$ cat config.mk
export PLATFORM = sky130hd
export DESIGN_NAME = lane_equalization_preset_regs
export DESIGN_NICKNAME = d
export VERILOG_FILES = /design/src/logic/lane_eq_pkg.sv /design/src/logic/lane_eq_if.sv /design/src/logic/lane_eq_field.sv /design/src/logic/lane_equalization_preset_regs.sv
export SDC_FILE = /design/constraint.sdc
export NUM_CORES = 1
export LEC_CHECK = 0
export BUFFER_PORTS_ARGS = -buffer_cell sky130_fd_sc_hd__buf_2
export CAP_MARGIN = 20
export CORE_MARGIN = 4
export CORE_UTILIZATION = 48
export DETAILED_ROUTE_END_ITERATION = 6
export GPL_ROUTABILITY_DRIVEN = 0
export PLACE_DENSITY = 0.84
export SETUP_SLACK_MARGIN = 0.02
export SLEW_MARGIN = 15
export SYNTH_ARGS = -nofsm -noshare
export SYNTH_HDL_FRONTEND = slang
export SYNTH_SLANG_ARGS = --single-unit
$ cat constraint.sdc
create_clock -name i_clock -period 1.1 [get_ports i_clock]
set_clock_uncertainty 0.05 [all_clocks]
set_input_delay 0.22 -clock i_clock [delete_from_list [all_inputs] [get_ports i_clock]]
set_output_delay 0.22 -clock i_clock [all_outputs]
set_load 0.01 [all_outputs]
$ cat src/logic/lane_eq_pkg.sv
// constants and field layout of the lane equalization preset registers
package lane_eq_pkg;
	// ==========================================================
	// geometry
	localparam int          LANES          = 3;
	localparam int          HALF_W         = 16;
	localparam logic [11:0] ADDR_PAIR_B    = 12'h12C;
	localparam logic [11:0] ADDR_PAIR_C    = 12'h130;
	localparam logic [11:0] ADDR_USER_CTL  = 12'hBC8;
	// register word and half that holds each lane (lane 10, 11, 12 order)
	localparam logic [11:0] LANE_ADDR [LANES] = '{12'h12C, 12'h12C, 12'h130};
	localparam logic        LANE_UPPER[LANES] = '{1'b0, 1'b1, 1'b0};
	// ==========================================================
	// field positions inside one 16-bit lane half
	localparam int DSP_TX_LSB  = 0;
	localparam int DSP_HNT_LSB = 4;
	localparam int USP_TX_LSB  = 8;
	localparam int USP_HNT_LSB = 12;
	localparam int PRESET_W    = 4;
	localparam int HINT_W      = 3;
	// user lane control word: lane select and the two presets to load
	localparam int USER_LANE_LSB = 0;
	localparam int USER_LANE_W   = 2;
	localparam int USER_DSP_LSB  = 4;
	localparam int USER_USP_LSB  = 8;
	// link control 2 transmit margin bits 9:7, bit 8 is index 1
	localparam int XLINK_BIT     = 1;
	// ==========================================================
	// reset values
	localparam logic [3:0] USP_TX_RESET  = 4'hF;
	localparam logic [2:0] USP_HNT_RESET = 3'h7;
	localparam logic [3:0] DSP_TX_RESET  = 4'h0;
	localparam logic [2:0] DSP_HNT_RESET = 3'h0;
endpackage : lane_eq_pkg

$ cat src/logic/lane_eq_if.sv
// signals between the register top and one lane's field block
`timescale 1ns/100ps
interface lane_eq_if;
	import lane_eq_pkg::*;
	logic                is_dsp;       // port is downstream
	logic                xlink_dis;    // cross-link disabled
	logic                phase1;       // equalization phase 1 active
	logic                send_eq;      // sending eq ts2s before gen3 change
	logic                wr_en;        // load path write to this half
	logic [HALF_W-1:0]   wdata;        // half word to load
	logic                user_ld;      // user control load to this lane
	logic [PRESET_W-1:0] user_dsp_tx;  // downstream preset to load
	logic [PRESET_W-1:0] user_usp_tx;  // upstream preset to load
	logic                rx_valid;     // eq ts2 received on the lane
	logic [PRESET_W-1:0] rx_preset;    // received transmit preset
	logic [HINT_W-1:0]   rx_hint;      // received receiver hint
	logic [HALF_W-1:0]   half;         // read view of the lane half
	logic [PRESET_W-1:0] tx_drive;     // preset driven on transmitters
	logic                ts2_valid;    // eq ts2 being sent
	logic [PRESET_W-1:0] ts2_preset;   // preset carried in sent ts2
	logic [HINT_W-1:0]   ts2_hint;     // hint carried in sent ts2
	modport top  (output is_dsp, xlink_dis, phase1, send_eq, wr_en, wdata, user_ld,
		user_dsp_tx, user_usp_tx, rx_valid, rx_preset, rx_hint,
		input half, tx_drive, ts2_valid, ts2_preset, ts2_hint);
	modport lane (input is_dsp, xlink_dis, phase1, send_eq, wr_en, wdata, user_ld,
		user_dsp_tx, user_usp_tx, rx_valid, rx_preset, rx_hint,
		output half, tx_drive, ts2_valid, ts2_preset, ts2_hint);
endinterface : lane_eq_if

$ cat src/logic/lane_eq_field.sv
// preset and hint fields of one lane
`timescale 1ns/100ps
module lane_eq_field
	import lane_eq_pkg::*;
(
	input  wire logic i_clock,   // 10 MHz clock
	input  wire logic i_rstn,    // async reset, active low
	input  wire logic i_clk_en,  // freezes state while low
	lane_eq_if.lane   lif        // lane side of the carrier
);
	typedef struct packed {
		logic                init_q;
		logic [PRESET_W-1:0] dsp_tx_q;
		logic [HINT_W-1:0]   dsp_hint_q;
		logic [PRESET_W-1:0] usp_tx_q;
		logic [HINT_W-1:0]   usp_hint_q;
		logic [PRESET_W-1:0] drive_q;
		logic                ts2_vld_q;
		logic [PRESET_W-1:0] ts2_pre_q;
		logic [HINT_W-1:0]   ts2_hint_q;
	} lane_state_t;

	lane_state_t s_q;
	lane_state_t s_d;

	// ==========================================================
	// next state
	always_comb begin
		s_d = s_q;
		// downstream clears
		if (!s_q.init_q) begin
			s_d.init_q = 1'b1;
			if (lif.is_dsp) begin
				s_d.usp_tx_q   = DSP_TX_RESET;
				s_d.usp_hint_q = DSP_HNT_RESET;
			end
		end
		if (lif.is_dsp) begin
			if (lif.wr_en) begin
				s_d.dsp_tx_q   = lif.wdata[DSP_TX_LSB +: PRESET_W];
				s_d.dsp_hint_q = lif.wdata[DSP_HNT_LSB +: HINT_W];
				s_d.usp_tx_q   = lif.wdata[USP_TX_LSB +: PRESET_W];
				s_d.usp_hint_q = lif.wdata[USP_HNT_LSB +: HINT_W];
			end
			// user control load
			if (lif.user_ld) begin
				s_d.dsp_tx_q = lif.user_dsp_tx;
				s_d.usp_tx_q = lif.user_usp_tx;
			end
			// store partner hint
			if (lif.rx_valid) begin
				s_d.dsp_hint_q = lif.rx_hint;
			end
		end else if (lif.xlink_dis && lif.rx_valid) begin
			// capture upstream preset
			s_d.usp_tx_q   = lif.rx_preset;
			// capture upstream hint
			s_d.usp_hint_q = lif.rx_hint;
		end
		// phase 1 drive
		s_d.drive_q    = (lif.is_dsp && lif.phase1) ? s_q.dsp_tx_q : DSP_TX_RESET;
		// send in eq ts2
		s_d.ts2_vld_q  = lif.is_dsp && lif.send_eq;
		s_d.ts2_pre_q  = s_q.usp_tx_q;
		// sent hint reflected
		s_d.ts2_hint_q = s_q.usp_hint_q;
	end

	// ==========================================================
	// state register
	always_ff @(posedge i_clock or negedge i_rstn) begin
		if (!i_rstn) begin
			s_q            <= '0;
			// upstream fields all ones
			s_q.usp_tx_q   <= USP_TX_RESET;
			s_q.usp_hint_q <= USP_HNT_RESET;
		end else if (i_clk_en) begin
			s_q <= s_d;
		end
	end

	// ==========================================================
	// read view, downstream-only fields read zero on an upstream port
	// reserved bits zero
	assign lif.half = {1'b0, s_q.usp_hint_q, s_q.usp_tx_q, 1'b0,
		(lif.is_dsp ? s_q.dsp_hint_q : DSP_HNT_RESET),
		(lif.is_dsp ? s_q.dsp_tx_q : DSP_TX_RESET)};
	assign lif.tx_drive   = s_q.drive_q;
	assign lif.ts2_valid  = s_q.ts2_vld_q;
	assign lif.ts2_preset = s_q.ts2_pre_q;
	assign lif.ts2_hint   = s_q.ts2_hint_q;
endmodule : lane_eq_field

$ cat src/logic/lane_equalization_preset_regs.sv
// lane equalization preset register words for lanes 10, 11 and 12
//
// Function
// A downstream port drives each lane transmitter with its downstream preset in phase 1.
// The downstream presets can be loaded by the user lane control word at offset BC8h.
// On a downstream port the partner's received hint is stored in the downstream hint field but never used.
// An upstream port with cross-link off captures the received ts2 preset.
// An upstream port with cross-link off captures the received ts2 hint.
// Cross-link is on unless bit 8 of the link control 2 transmit margin is clear.
// A downstream port sends the upstream preset field in eq ts2s before the gen3 change.
// The partner adopts the preset it received as its transmitter preset at gen3.
// On a downstream port the upstream hint field is the hint sent on the lane.
// Upstream fields reset to all ones, downstream fields to zero; a downstream port clears its upstream fields to zero one cycle after reset.
// Lane 11 sits in the upper half of lane_pair_eq_control_b and lane 12 in the lower half of lane_pair_eq_control_c.
// Lane 10 sits in the lower half of lane_pair_eq_control_b.
// Reserved bits read zero and are preserved; fields are sticky.
`timescale 1ns/100ps
module lane_equalization_preset_regs
	import lane_eq_pkg::*;
(
	input  wire logic                           i_clock,            // 10 MHz clock
	input  wire logic                           i_rstn,             // async reset, low
	input  wire logic                           i_clk_en,           // state freeze when low
	input  wire logic                           i_is_downstream,    // port is downstream
	input  wire logic                           i_is_mgmt_port,     // port may take user ctl
	input  wire logic [2:0]                     i_link_tx_margin,   // link ctl 2 bits 9:7
	input  wire logic [11:0]                    i_reg_addr,         // register byte offset
	input  wire logic                           i_reg_wr,           // write strobe
	input  wire logic                           i_reg_rd,           // read strobe
	input  wire logic [31:0]                    i_reg_wdata,        // write data
	input  wire logic                           i_eq_phase1,        // eq phase 1 active
	input  wire logic                           i_send_eq_ts2,      // rcvrcfg before gen3
	input  wire logic [LANES-1:0]               i_rx_ts2_valid,     // eq ts2 received
	input  wire logic [LANES-1:0][PRESET_W-1:0] i_rx_ts2_preset,    // received preset
	input  wire logic [LANES-1:0][HINT_W-1:0]   i_rx_ts2_hint,      // received hint
	output logic      [31:0]                    o_reg_rdata,        // read data
	output logic                                o_reg_ack,          // read/write done pulse
	output logic      [LANES-1:0][PRESET_W-1:0] o_tx_preset,        // transmitter preset
	output logic      [LANES-1:0]               o_tx_ts2_valid,     // eq ts2 sent
	output logic      [LANES-1:0][PRESET_W-1:0] o_tx_ts2_preset,    // preset in sent ts2
	output logic      [LANES-1:0][HINT_W-1:0]   o_tx_ts2_hint       // hint in sent ts2
);
	typedef struct packed {
		logic [31:0] rdata_q;
		logic        ack_q;
	} bus_state_t;

	bus_state_t               s_q;
	bus_state_t               s_d;
	logic [LANES-1:0][HALF_W-1:0] half;
	logic                     xlink_dis;
	logic                     user_wr;

	// ==========================================================
	// port mode
	// cross-link default on
	assign xlink_dis = ~i_link_tx_margin[XLINK_BIT];
	// user control decode
	assign user_wr = i_reg_wr && i_is_mgmt_port && (i_reg_addr == ADDR_USER_CTL);

	// ==========================================================
	// lane blocks
	genvar g;
	generate
		for (g = 0; g < LANES; g++) begin : g_lane
			lane_eq_if lif ();
			assign lif.is_dsp      = i_is_downstream;
			assign lif.xlink_dis   = xlink_dis;
			assign lif.phase1      = i_eq_phase1;
			assign lif.send_eq     = i_send_eq_ts2;
			// lane to half mapping
			// lane 10 lower half
			assign lif.wr_en = i_reg_wr && (i_reg_addr == LANE_ADDR[g]);
			assign lif.wdata = LANE_UPPER[g] ? i_reg_wdata[31:16] : i_reg_wdata[15:0];
			assign lif.user_ld = user_wr &&
				(i_reg_wdata[USER_LANE_LSB +: USER_LANE_W] == USER_LANE_W'(g));
			assign lif.user_dsp_tx = i_reg_wdata[USER_DSP_LSB +: PRESET_W];
			assign lif.user_usp_tx = i_reg_wdata[USER_USP_LSB +: PRESET_W];
			assign lif.rx_valid    = i_rx_ts2_valid[g];
			assign lif.rx_preset   = i_rx_ts2_preset[g];
			assign lif.rx_hint     = i_rx_ts2_hint[g];
			assign half[g]            = lif.half;
			assign o_tx_preset[g]     = lif.tx_drive;
			assign o_tx_ts2_valid[g]  = lif.ts2_valid;
			assign o_tx_ts2_preset[g] = lif.ts2_preset;
			assign o_tx_ts2_hint[g]   = lif.ts2_hint;
			lane_eq_field u_field (
				.i_clock  (i_clock),
				.i_rstn   (i_rstn),
				.i_clk_en (i_clk_en),
				.lif      (lif)
			);
		end
	endgenerate

	// ==========================================================
	// read path
	always_comb begin
		s_d       = s_q;
		s_d.ack_q = i_reg_rd || i_reg_wr;
		if (i_reg_rd) begin
			// word assembly
			if (i_reg_addr == ADDR_PAIR_B) begin
				s_d.rdata_q = {half[1], half[0]};
			end else if (i_reg_addr == ADDR_PAIR_C) begin
				s_d.rdata_q = {16'h0000, half[2]};
			end else begin
				s_d.rdata_q = 32'h0000_0000;
			end
		end
	end

	always_ff @(posedge i_clock or negedge i_rstn) begin
		if (!i_rstn) begin
			s_q <= '0;
		end else if (i_clk_en) begin
			s_q <= s_d;
		end
	end

	assign o_reg_rdata = s_q.rdata_q;
	assign o_reg_ack   = s_q.ack_q;
endmodule : lane_equalization_preset_regs

## Yosys cells after proc, flatten, opt, wreduce, memory -nomap -nowiden

Cells that the tools add are included.

- Output and inout port bits: 69
- Logic and storage cells: 93
- Flip-flop bits (word level): 110
- Input port bits: 80

- Reductions and logical operators: 27
- Eq/ne operators: 5
- Muxes and demuxes: 35
- Bitwise operators: 1

Operators by type and width:

| operator | count |
|---|---|
| $mux W7 | 12 |
| $mux W4 | 12 |
| $mux W14 | 3 |
| $mux W31 | 1 |
| $eq A12 B9 Y1 const B | 2 |
| $mux W3 | 6 |
| $reduce_and A3 Y1 | 6 |
| $mux W15 | 1 |
| $eq A12 B12 Y1 const B | 1 |
| $logic_and A1 B1 Y1 | 12 |
| $reduce_bool A2 Y1 | 6 |
| $eq A2 B1 Y1 const B | 1 |
| $eq A2 B2 Y1 const B | 1 |
| $logic_not A2 Y1 | 1 |
| $reduce_and A2 Y1 | 1 |
| $logic_or A1 B1 Y1 | 1 |
| $not A1 Y1 | 1 |

## Depth between registers and ports, before layout

Gate-level depths: netlist of the first run.

- Depth after elaboration: 5
- Mapped depth: 10
- Mapped depth without buffers: 5

## By module

From an unflattened synthesis of the first run, not the netlist that was laid out.

- Cells, all modules: 638
- Area total of the unflattened synthesis: 6296.0 µm²

By module, submodules not included:

| module | cells an instance | instances | area each (µm²) | seq. area each (µm²) |
|---|---|---|---|---|
| lane_eq_field | 163 | 3 | 1559.0 | 684.4 |
| lane_equalization_preset_regs | 149 | 1 | 1619.1 | 825.8 |

## Worst setup path after synthesis of the first run

OpenSTA, ideal clock, no wires.

- Kind: input -> register
- Start: input port i_clk_en
- End: register s_q (netlist bit o_reg_rdata[0])
- Buffers on the path: 5
- Setup slack: -680 ps
- Stages: 10
- Library setup time: 121 ps
- Data required time: 929 ps
- Arrival time: 1609 ps
- Cells stage by stage: buf_2 and2_1 buf_2 and3_1 buf_2 and3_1 clkbuf_1 buf_2 a22oi_1 nand2_1

- Cells in the longest elaborated chain, start to end: 1

RTL lines:

| item | line | source |
|---|---|---|
| start, declared | lane_equalization_preset_regs.sv:23 | `input wire logic i_clk_en,` |
| $reduce_and A2 Y1 (no line) | - |  |
| end signal, assigned | lane_equalization_preset_regs.sv:115 | `s_q <= '0;` |
| end signal, assigned | lane_equalization_preset_regs.sv:117 | `s_q <= s_d;` |
| end, declared | lane_equalization_preset_regs.sv:48 | `bus_state_t s_q;` |

No other way between the ends.
A chain may end at the register's enable or synchronous reset.

## Worst setup path in the final report of the first run

- Start: input port i_reg_addr[10]
- End: register g_lane[2].u_field.s_q[19] (netlist bit)

- Cells in the longest elaborated chain, start to end: 4

RTL lines:

| item | line | source |
|---|---|---|
| start, declared | lane_equalization_preset_regs.sv:27 | `input wire logic [11:0] i_reg_addr,` |
| $eq A12 B9 Y1 | lane_equalization_preset_regs.sv:73 | `assign lif.wr_en = i_reg_wr && (i_reg_addr == LANE_ADDR[g]);` |
| $logic_and A1 B1 Y1 | lane_equalization_preset_regs.sv:73 |  |
| $reduce_bool A2 Y1 (no line) | - |  |
| $reduce_and A3 Y1 (no line) | - |  |
| end, declared | lane_eq_field.sv:23 | `lane_state_t s_q;` |

No other way between the ends.

==> results.md, run 1 <==
* Status: finished with violations
* Failing checks: negative setup slack
* Setup TNS at -21.78 ns
* Compound-gate portion of the synthesized area at 23.4%
* Largest net degree at the start of global routing at 44
* P per Cell Area at 1330 mW/mm²
* Synth Warn # at 0
* Core box area at 0.0110 mm²
* Crit path kind: input port to flop
* Post-layout min period at 1.55 ns
* Slowest Stage Delay on Critical Path at 0.31 ns
* Final Util at 71.3%
* Total Wirelength at 19100 µm
* R2r startpoint: g_lane[1].u_field.s_q[26]$_DFFE_PN0P_
* R2R Path End: g_lane[0].u_field.lif.half[11]$_DFFE_PN1P_
* IO Pins at 149
* Die area at 0.0131 mm²
* Post-Synth Adder-Cell Area at 0%
* Final #Nets at 802
* Starting density of the core at 49.6%
* Most frequent cells in the layout: 126 x buf_2, 110 x buf_4, 85 x dfrtp_1
* Worst Setup SP: i_reg_addr[10]
* Asr flop ratio synth at 100%
* Reg2Reg Setup Slack at -0.33 ns
* Sink Count at 106
* Finished Layout Cells at 867
* Vias in the first global route at 5426
* Die span in y at 115 µm
* Layout cells sized above 1 at 57.6%
* Worst setup SP type: input port
* Wire per inst at 22.1 µm
* Finished layout cell area at 0.00784 mm²
* Pre-antenna DRT Iters at 7
* Placement Cell Area at 0.00659 mm²
* WP data arrival at 1.76 ns
* Top FF cell, synth: dfrtp_1
* Hold Violations, Final at 0
* Crit path capture: g_lane[2].u_field.s_q[19]$_DFFE_PN0P_
* Crit Path Max Fanout at 4
* # DRC at 0
* Die W at 115 µm
* HPWL after DPL at 12400 µm
* RSZ-0062 raised after global routing: yes
* Slew HR at 63.1%
* Vias at 5477
* Endpoint class of the critical path: flop
* Synthesis-to-finish area growth at 43.7%
* Initial DRC count at 534
* Antenna violations before repair at 0
* Clock-pin transition on the worst setup and hold timing paths at 0.07 ns
* Grt ovf at 0
* CTS max path bufs at 2
* # diodes at 0
* Leak pwr at 3.65 nW
* Vias per cell at 6.32
* Synthesis-stage register bit count at 106
* CTS tree: done
* Post-route ant nets at 0
* Clock Latency Late Sink at 0.35 ns
* PortBufs at 139
* Post-synthesis sequential area ratio at 49.1%
* Final worst slack at -0.453 ns
* Cell count after placement at 792
* Post-synth EDFFs at 0
* Number of cells on the critical path at 8
* FF-to-FF path depth at 4
* Simple logic cell fraction of the synthesized area at 13.9%
* Setup Viol. Count Final at 135
* Syn Area/Cell at 10.5 µm²
* Pre-CTS WS at -0.793 ns
* Cts bufs inserted at 9
* Cell variety after synth at 51
* Synth Area in XOR/XNOR at 0%
* Synth Cell Area at 0.00545 mm²
* Max cap viols at 0
* Post-synthesis mux area share at 4.70%
* Delay-heaviest family, CP: simple AND/OR/NAND/NOR gates
* Tightest Pin Transition at 0.551 ns
* WHS at 0.0364 ns
* Crit path cell chain: buf_8, nor4b_4, buf_4, nand4_1, buf_4, a21oi_1, nor2_1, a21oi_1
* Worst Path Buf+Inv at 3
* Slowest-stage cell, CP: nor4b_4
* Tot GR Track Use at 27.6%
* Root Buffer: clkbuf_16
* Highest clock rate at 644 MHz
* Commonest non-fill, non-tap cell in the layout: buf_2
* Critical Path RT at 1.31 ns
* Fin crit share at 141%
* Main combinational cell family by area after synthesis: compound AO/OA/AOI/OAI gates
* Post-synthesis cell count at 518
* First-pass GRT wire length at 28200 µm
* Worst hold-check path type: input port to flop
* H-Tree Depth at 3
* Max IR drop VDD at 0.000926 V
* Final slew viol count at 0
* FP Rows at 38
* Tot Pwr at 10.4 mW
==> worst register-to-register path, delay by kind of cell (launching register included) <==
kind / cells / cell delay, ns
simple gates: 4 / 0.90
flops: 1 / 0.41
==> power breakdown <==
group,total [mW],internal (mW),switching [mW]
logic,2.36,1.23,1.13
registers,4.96,4.49,0.474
clock network,3.09,1.55,1.54
total,10.4,7.27,3.15
==> what timing repair did <==
| item | in CTS | in global routing |
|---|---|---|
| gates cloned | 2 | 0 |
| hold buffers | 1 | 0 |
| endpoints found under the setup margin | 147 | 145 |
| resized for setup | 81 | 40 |
| pin swaps | 26 | 14 |
| endpoints found under the hold margin | 85 | 0 |
| setup buffers | 39 | 20 |
==> flip-flops by register name, summed over array words and instances, names as in the netlist <==
signal                         flops
o_reg_rdata                       28
g_lane.u_field.s_q                22
g_lane.u_field.lif.half           21
g_lane.u_field.lif.ts2_preset     12
g_lane.u_field.lif.tx_drive       12
g_lane.u_field.lif.ts2_hint        9
g_lane.u_field.lif.ts2_valid       1
o_reg_ack                          1
==> logic make-up (layout without fill, tap and decap cells) <==
family / after synthesis / in the layout
other: 1 / 4
AO/OA/AOI/OAI: 171 / 171
AND/OR/NAND/NOR: 137 / 137
multiplexers: 23 / 23
buffers and inverters: 80 / 286
flip-flops: 106 / 106
==> synthesized netlist by cell type, drive strengths merged (7+ instances only) <==
cell,number,area (µm²)
a22oi,44,330
mux2,21,236
clkbuf,21,78.8
dfrtp,85,2130
a21oi,25,125
nand3,7,40.0
o21ai,15,75.1
and3,18,113
dfstp,21,552
nand4,12,75.1
o2bb2ai,8,70.1
nand2,51,194
nor2,16,60.1
o221ai,12,105
buf,56,393
o31ai,7,52.6
a22o,27,236
==> final cells by class <==
cell class                      instances  area, µm²
Timing Repair Buffer                  267       1890
Tap cell                              140        175
Fill cell                             727       3150
Multi-Input combinational cell        335       2800
Clock buffer                            9        225
Inverter                                3       11.3
Clock inverter                          7       52.6
Sequential cell                       106       2680
==> how the worst min path moves through the flow <==
stage                        from                                            end  depth (start not counted)  slack, ns
finish              i_send_eq_ts2    g_lane[2].u_field.lif.ts2_valid$_DFFE_PN0P_                          2       0.04
global route        i_send_eq_ts2    g_lane[2].u_field.lif.ts2_valid$_DFFE_PN0P_                          2       0.04
CTS                 i_send_eq_ts2    g_lane[2].u_field.lif.ts2_valid$_DFFE_PN0P_                          2       0.03
detailed placement         i_rstn                     o_reg_rdata[3]$_DFFE_PN0P_                          1       0.05
global placement           i_rstn  g_lane[2].u_field.lif.tx_drive[3]$_DFFE_PN0P_                          1       0.05
floorplan                  i_rstn  g_lane[0].u_field.lif.ts2_hint[0]$_DFFE_PN0P_                          0      -0.13
==> layer usage <==
layer	vias to the layer above	part of all wire, %	track usage, %
met2	364	50	46.3
met1	2694	37	34.7
li1	2333	-	-
met5	-	0	0
met3	86	8.9	5.44
met4	0	4.4	11.9
Note: power is estimated with default switching activity, not from simulation.
==> inputs of run 2 (changes only) <==
- ABC_AREA: unset -> 1
- GPL_TIMING_DRIVEN: unset -> 0
- PLACE_DENSITY: 0.84 -> 0.83
==> results.md, run 2 <==
* Max reg flops at 28
* CTS max path bufs at 2
* Pre-antenna DRT Iters at 6
* Layout fillers at 711
* Synth Cell Area at 0.00573 mm²
* Comb power frac at 21.4%
* Layout cells sized above 1 at 44.6%
* Post-synthesis cell count at 737
* Vias per cell at 6.04
* Die area at 0.0138 mm²
* Slowest-stage cell, CP: buf_4
* Initial DRC count at 935
* Worst hold-check path type: input port to async pin
* Max cap viols at 0
* HPWL after DPL at 12900 µm
* Slowest Stage Delay on Critical Path at 0.22 ns
* Post-route ant nets at 0
* Net Sw Power at 2.96 mW
* Clock-pin transition on the worst setup and hold timing paths at 0.07 ns
* Final slew viol count at 0
* WHS at -0.275 ns
* Commonest cells post-synth: 196 x nand2_1, 85 x dfrtp_1, 67 x nor2_1
* Wire per inst at 20.4 µm
* Cts bufs inserted at 9
* Sequential fraction of design power at 45.8%
* Core box area at 0.0116 mm²
* CTS tree: done
* Syn Area/Cell at 7.78 µm²
* Total Wirelength at 22300 µm
* Starting density of the core at 49.6%
* PortBufs at 137
* Slew HR at 55.4%
* Crit Path Max Fanout at 7
* Tightest Pin Transition at 0.669 ns
* Root Buffer: clkbuf_16
* Die W at 117 µm
* IO Pins at 149
* # DRC at 0
* Sink Count at 106
* Commonest non-fill, non-tap cell in the layout: nand2_1
* Status: finished with violations
* Pint at 6.95 mW
* Failing checks: negative hold slack, negative setup slack
* WP data arrival at 1.61 ns
* RSZ-0062 raised after global routing: yes
* R2r startpoint: g_lane[1].u_field.s_q[26]$_DFFE_PN0P_
* FF-to-FF path depth at 7
* Vias at 6607
* Critical Path RT at 1.29 ns
* Fin crit share at 130%
* P per Cell Area at 1150 mW/mm²
* Grt ovf at 0
* Die span in y at 117 µm
* Largest net degree at the start of global routing at 70
* Highest clock rate at 700 MHz
* Crit path kind: input port to flop
* Vias in the first global route at 5962
* Post-synth EDFFs at 0
* Antenna violations before repair at 3
* Top FF cell, synth: dfrtp_1
* Area leader, netlist: dfrtp_1
* Setup Viol. Count Final at 135
* Post-synthesis sequential area ratio at 46.7%
* Tot GR Track Use at 29.0%
* Hold Violations, Final at 36
* Cell variety after synth at 36
* Max IR drop VDD at 0.000801 V
* Crit path cell chain: buf_8, clkinv_8, nand4_1, nor2_4, nand3_4, buf_4, a21oi_4, inv_1, nand2_1, nand2_1
* Leak pwr at 4.35 nW
* Endpoint class of the critical path: flop
* Post-layout min period at 1.43 ns
* FP Rows at 39
* Setup TNS at -16.34 ns
* Most frequent cells in the layout: 163 x nand2_1, 90 x buf_2, 84 x dfrtp_1
* Count leader, synth: nand2_1
* Switching share of power at 29.8%
* Worst setup SP type: input port
* H-Tree Depth at 3
* Asr flop ratio synth at 100%
* Clock power share at 32.8%
* R2R Path End: g_lane[2].u_field.lif.half[13]$_DFFE_PN1P_
* Area contributors post-synth: dfrtp_1 37%, nand2_1 13%, dfstp_2 9.6%
* Clock Latency Late Sink at 0.35 ns
* Final #Nets at 1023
* Final worst slack at -0.328 ns
* First-pass GRT wire length at 30600 µm
* Synthesis-to-finish area growth at 49.7%
* Synth Warn # at 0
* Reg2Reg Setup Slack at -0.29 ns
* Top-area cell type share of the netlist area at 37.1%
* Synthesis-stage register bit count at 106
* Most frequent CP cell: nand2_1
run 2: changes by cell type after synthesis, sizes merged, moves of 15 or more:
| cell | previous run | this run |
|---|---|---|
| nand2 | 51 | 201 |
| o21ai | 15 | 74 |
| inv | 3 | 61 |
| nor2 | 16 | 72 |
| a22oi | 44 | 0 |
| nand3 | 7 | 44 |
| a22o | 27 | 1 |
| a21oi | 25 | 46 |
| mux2 | 21 | 0 |
| and3 | 18 | 0 |
| a32o | 0 | 15 |
run 2: cell families after synthesis:
logic type / after synthesis / synth area share [%]
other: 1 / 0.0654
flip-flops: 106 / 46.7
AND/OR/NAND/NOR: 332 / 24.4
buffers and inverters: 135 / 11.8
AO/OA/AOI/OAI: 163 / 17.0
run 2: what timing repair did:
action	CTS	global route
hold endpoints to repair	36	36
resized for setup	149	119
gates cloned	3	0
setup buffers	53	31
setup endpoints to repair	130	135
pin swaps	56	50
run 2: layer usage:
layer,track usage [%],wire length [µm]
met2,45.0,10300
met1,38.1,7970
met3,6.94,2780
met4,14.4,1230
met5,0,0
run 2: area by class of cell:
cell class | instances | area (µm²) | area share (%)
Multi-Input combinational cell | 499 | 3030 | 35.3
Sequential cell | 106 | 2680 | 31.2
Timing Repair Buffer | 225 | 1800 | 20.9
Buffer | 39 | 315 | 3.67
Inverter | 63 | 285 | 3.32
Clock buffer | 11 | 233 | 2.71
Tap cell | 143 | 179 | 2.08
Clock inverter | 5 | 56.3 | 0.656
Antenna cell | 3 | 7.51 | 0.0875
run 2: how the worst max path moves through the flow:
stage | from | to | slack (ns) | cells after the start
after floorplan | i_reg_addr[4] | g_lane[1].u_field.s_q[19]$_DFFE_PN0P_ | -0.23 | 9
after global placement | i_rstn | g_lane[2].u_field.lif.ts2_preset[1]$_DFFE_PN0P_ | -1.39 | 1
after detailed placement | i_reg_addr[9] | o_reg_rdata[14]$_DFFE_PN0P_ | -0.73 | 7
after CTS | g_lane[2].u_field.lif.ts2_valid$_DFFE_PN0P_ | o_tx_ts2_valid[0] | -0.18 | 2
after global routing | i_reg_addr[4] | g_lane[0].u_field.s_q[19]$_DFFE_PN0P_ | -0.41 | 10
final | i_reg_addr[4] | g_lane[0].u_field.s_q[19]$_DFFE_PN0P_ | -0.33 | 10
run 2: per-stage QoR:
stage	std cells	util [%]	instance area, µm²	total power [mW]	setup slack (ns)
floorplan	740	-	5920	5.52	-0.229
global placement	1020	58.7	6790	6.13	-1.39
detailed placement	1021	59.0	6820	6.18	-0.731
CTS	1060	68.6	7940	9.52	-0.183
global route	1094	74.2	8580	10.2	-0.412
finish	1094	74.2	8580	9.91	-0.328
run 2: critical path: cells and delay by family:
family,cells,cell delay (ns)
buffers and inverters,4,0.46
AOI/OAI and AO/OA,1,0.16
and+or+nand+nor,5,0.76
run 2: power by group through the flow:
stage                     clock network [mW]  registers [mW]  logic, mW
after CTS                               3.22            4.50       1.80
final                                   3.25            4.54       2.12
after floorplan                            0            4.48       1.04
after detailed placement                   0            4.54       1.65
after global placement                     0            4.53       1.60
after global routing                    3.41            4.56       2.27
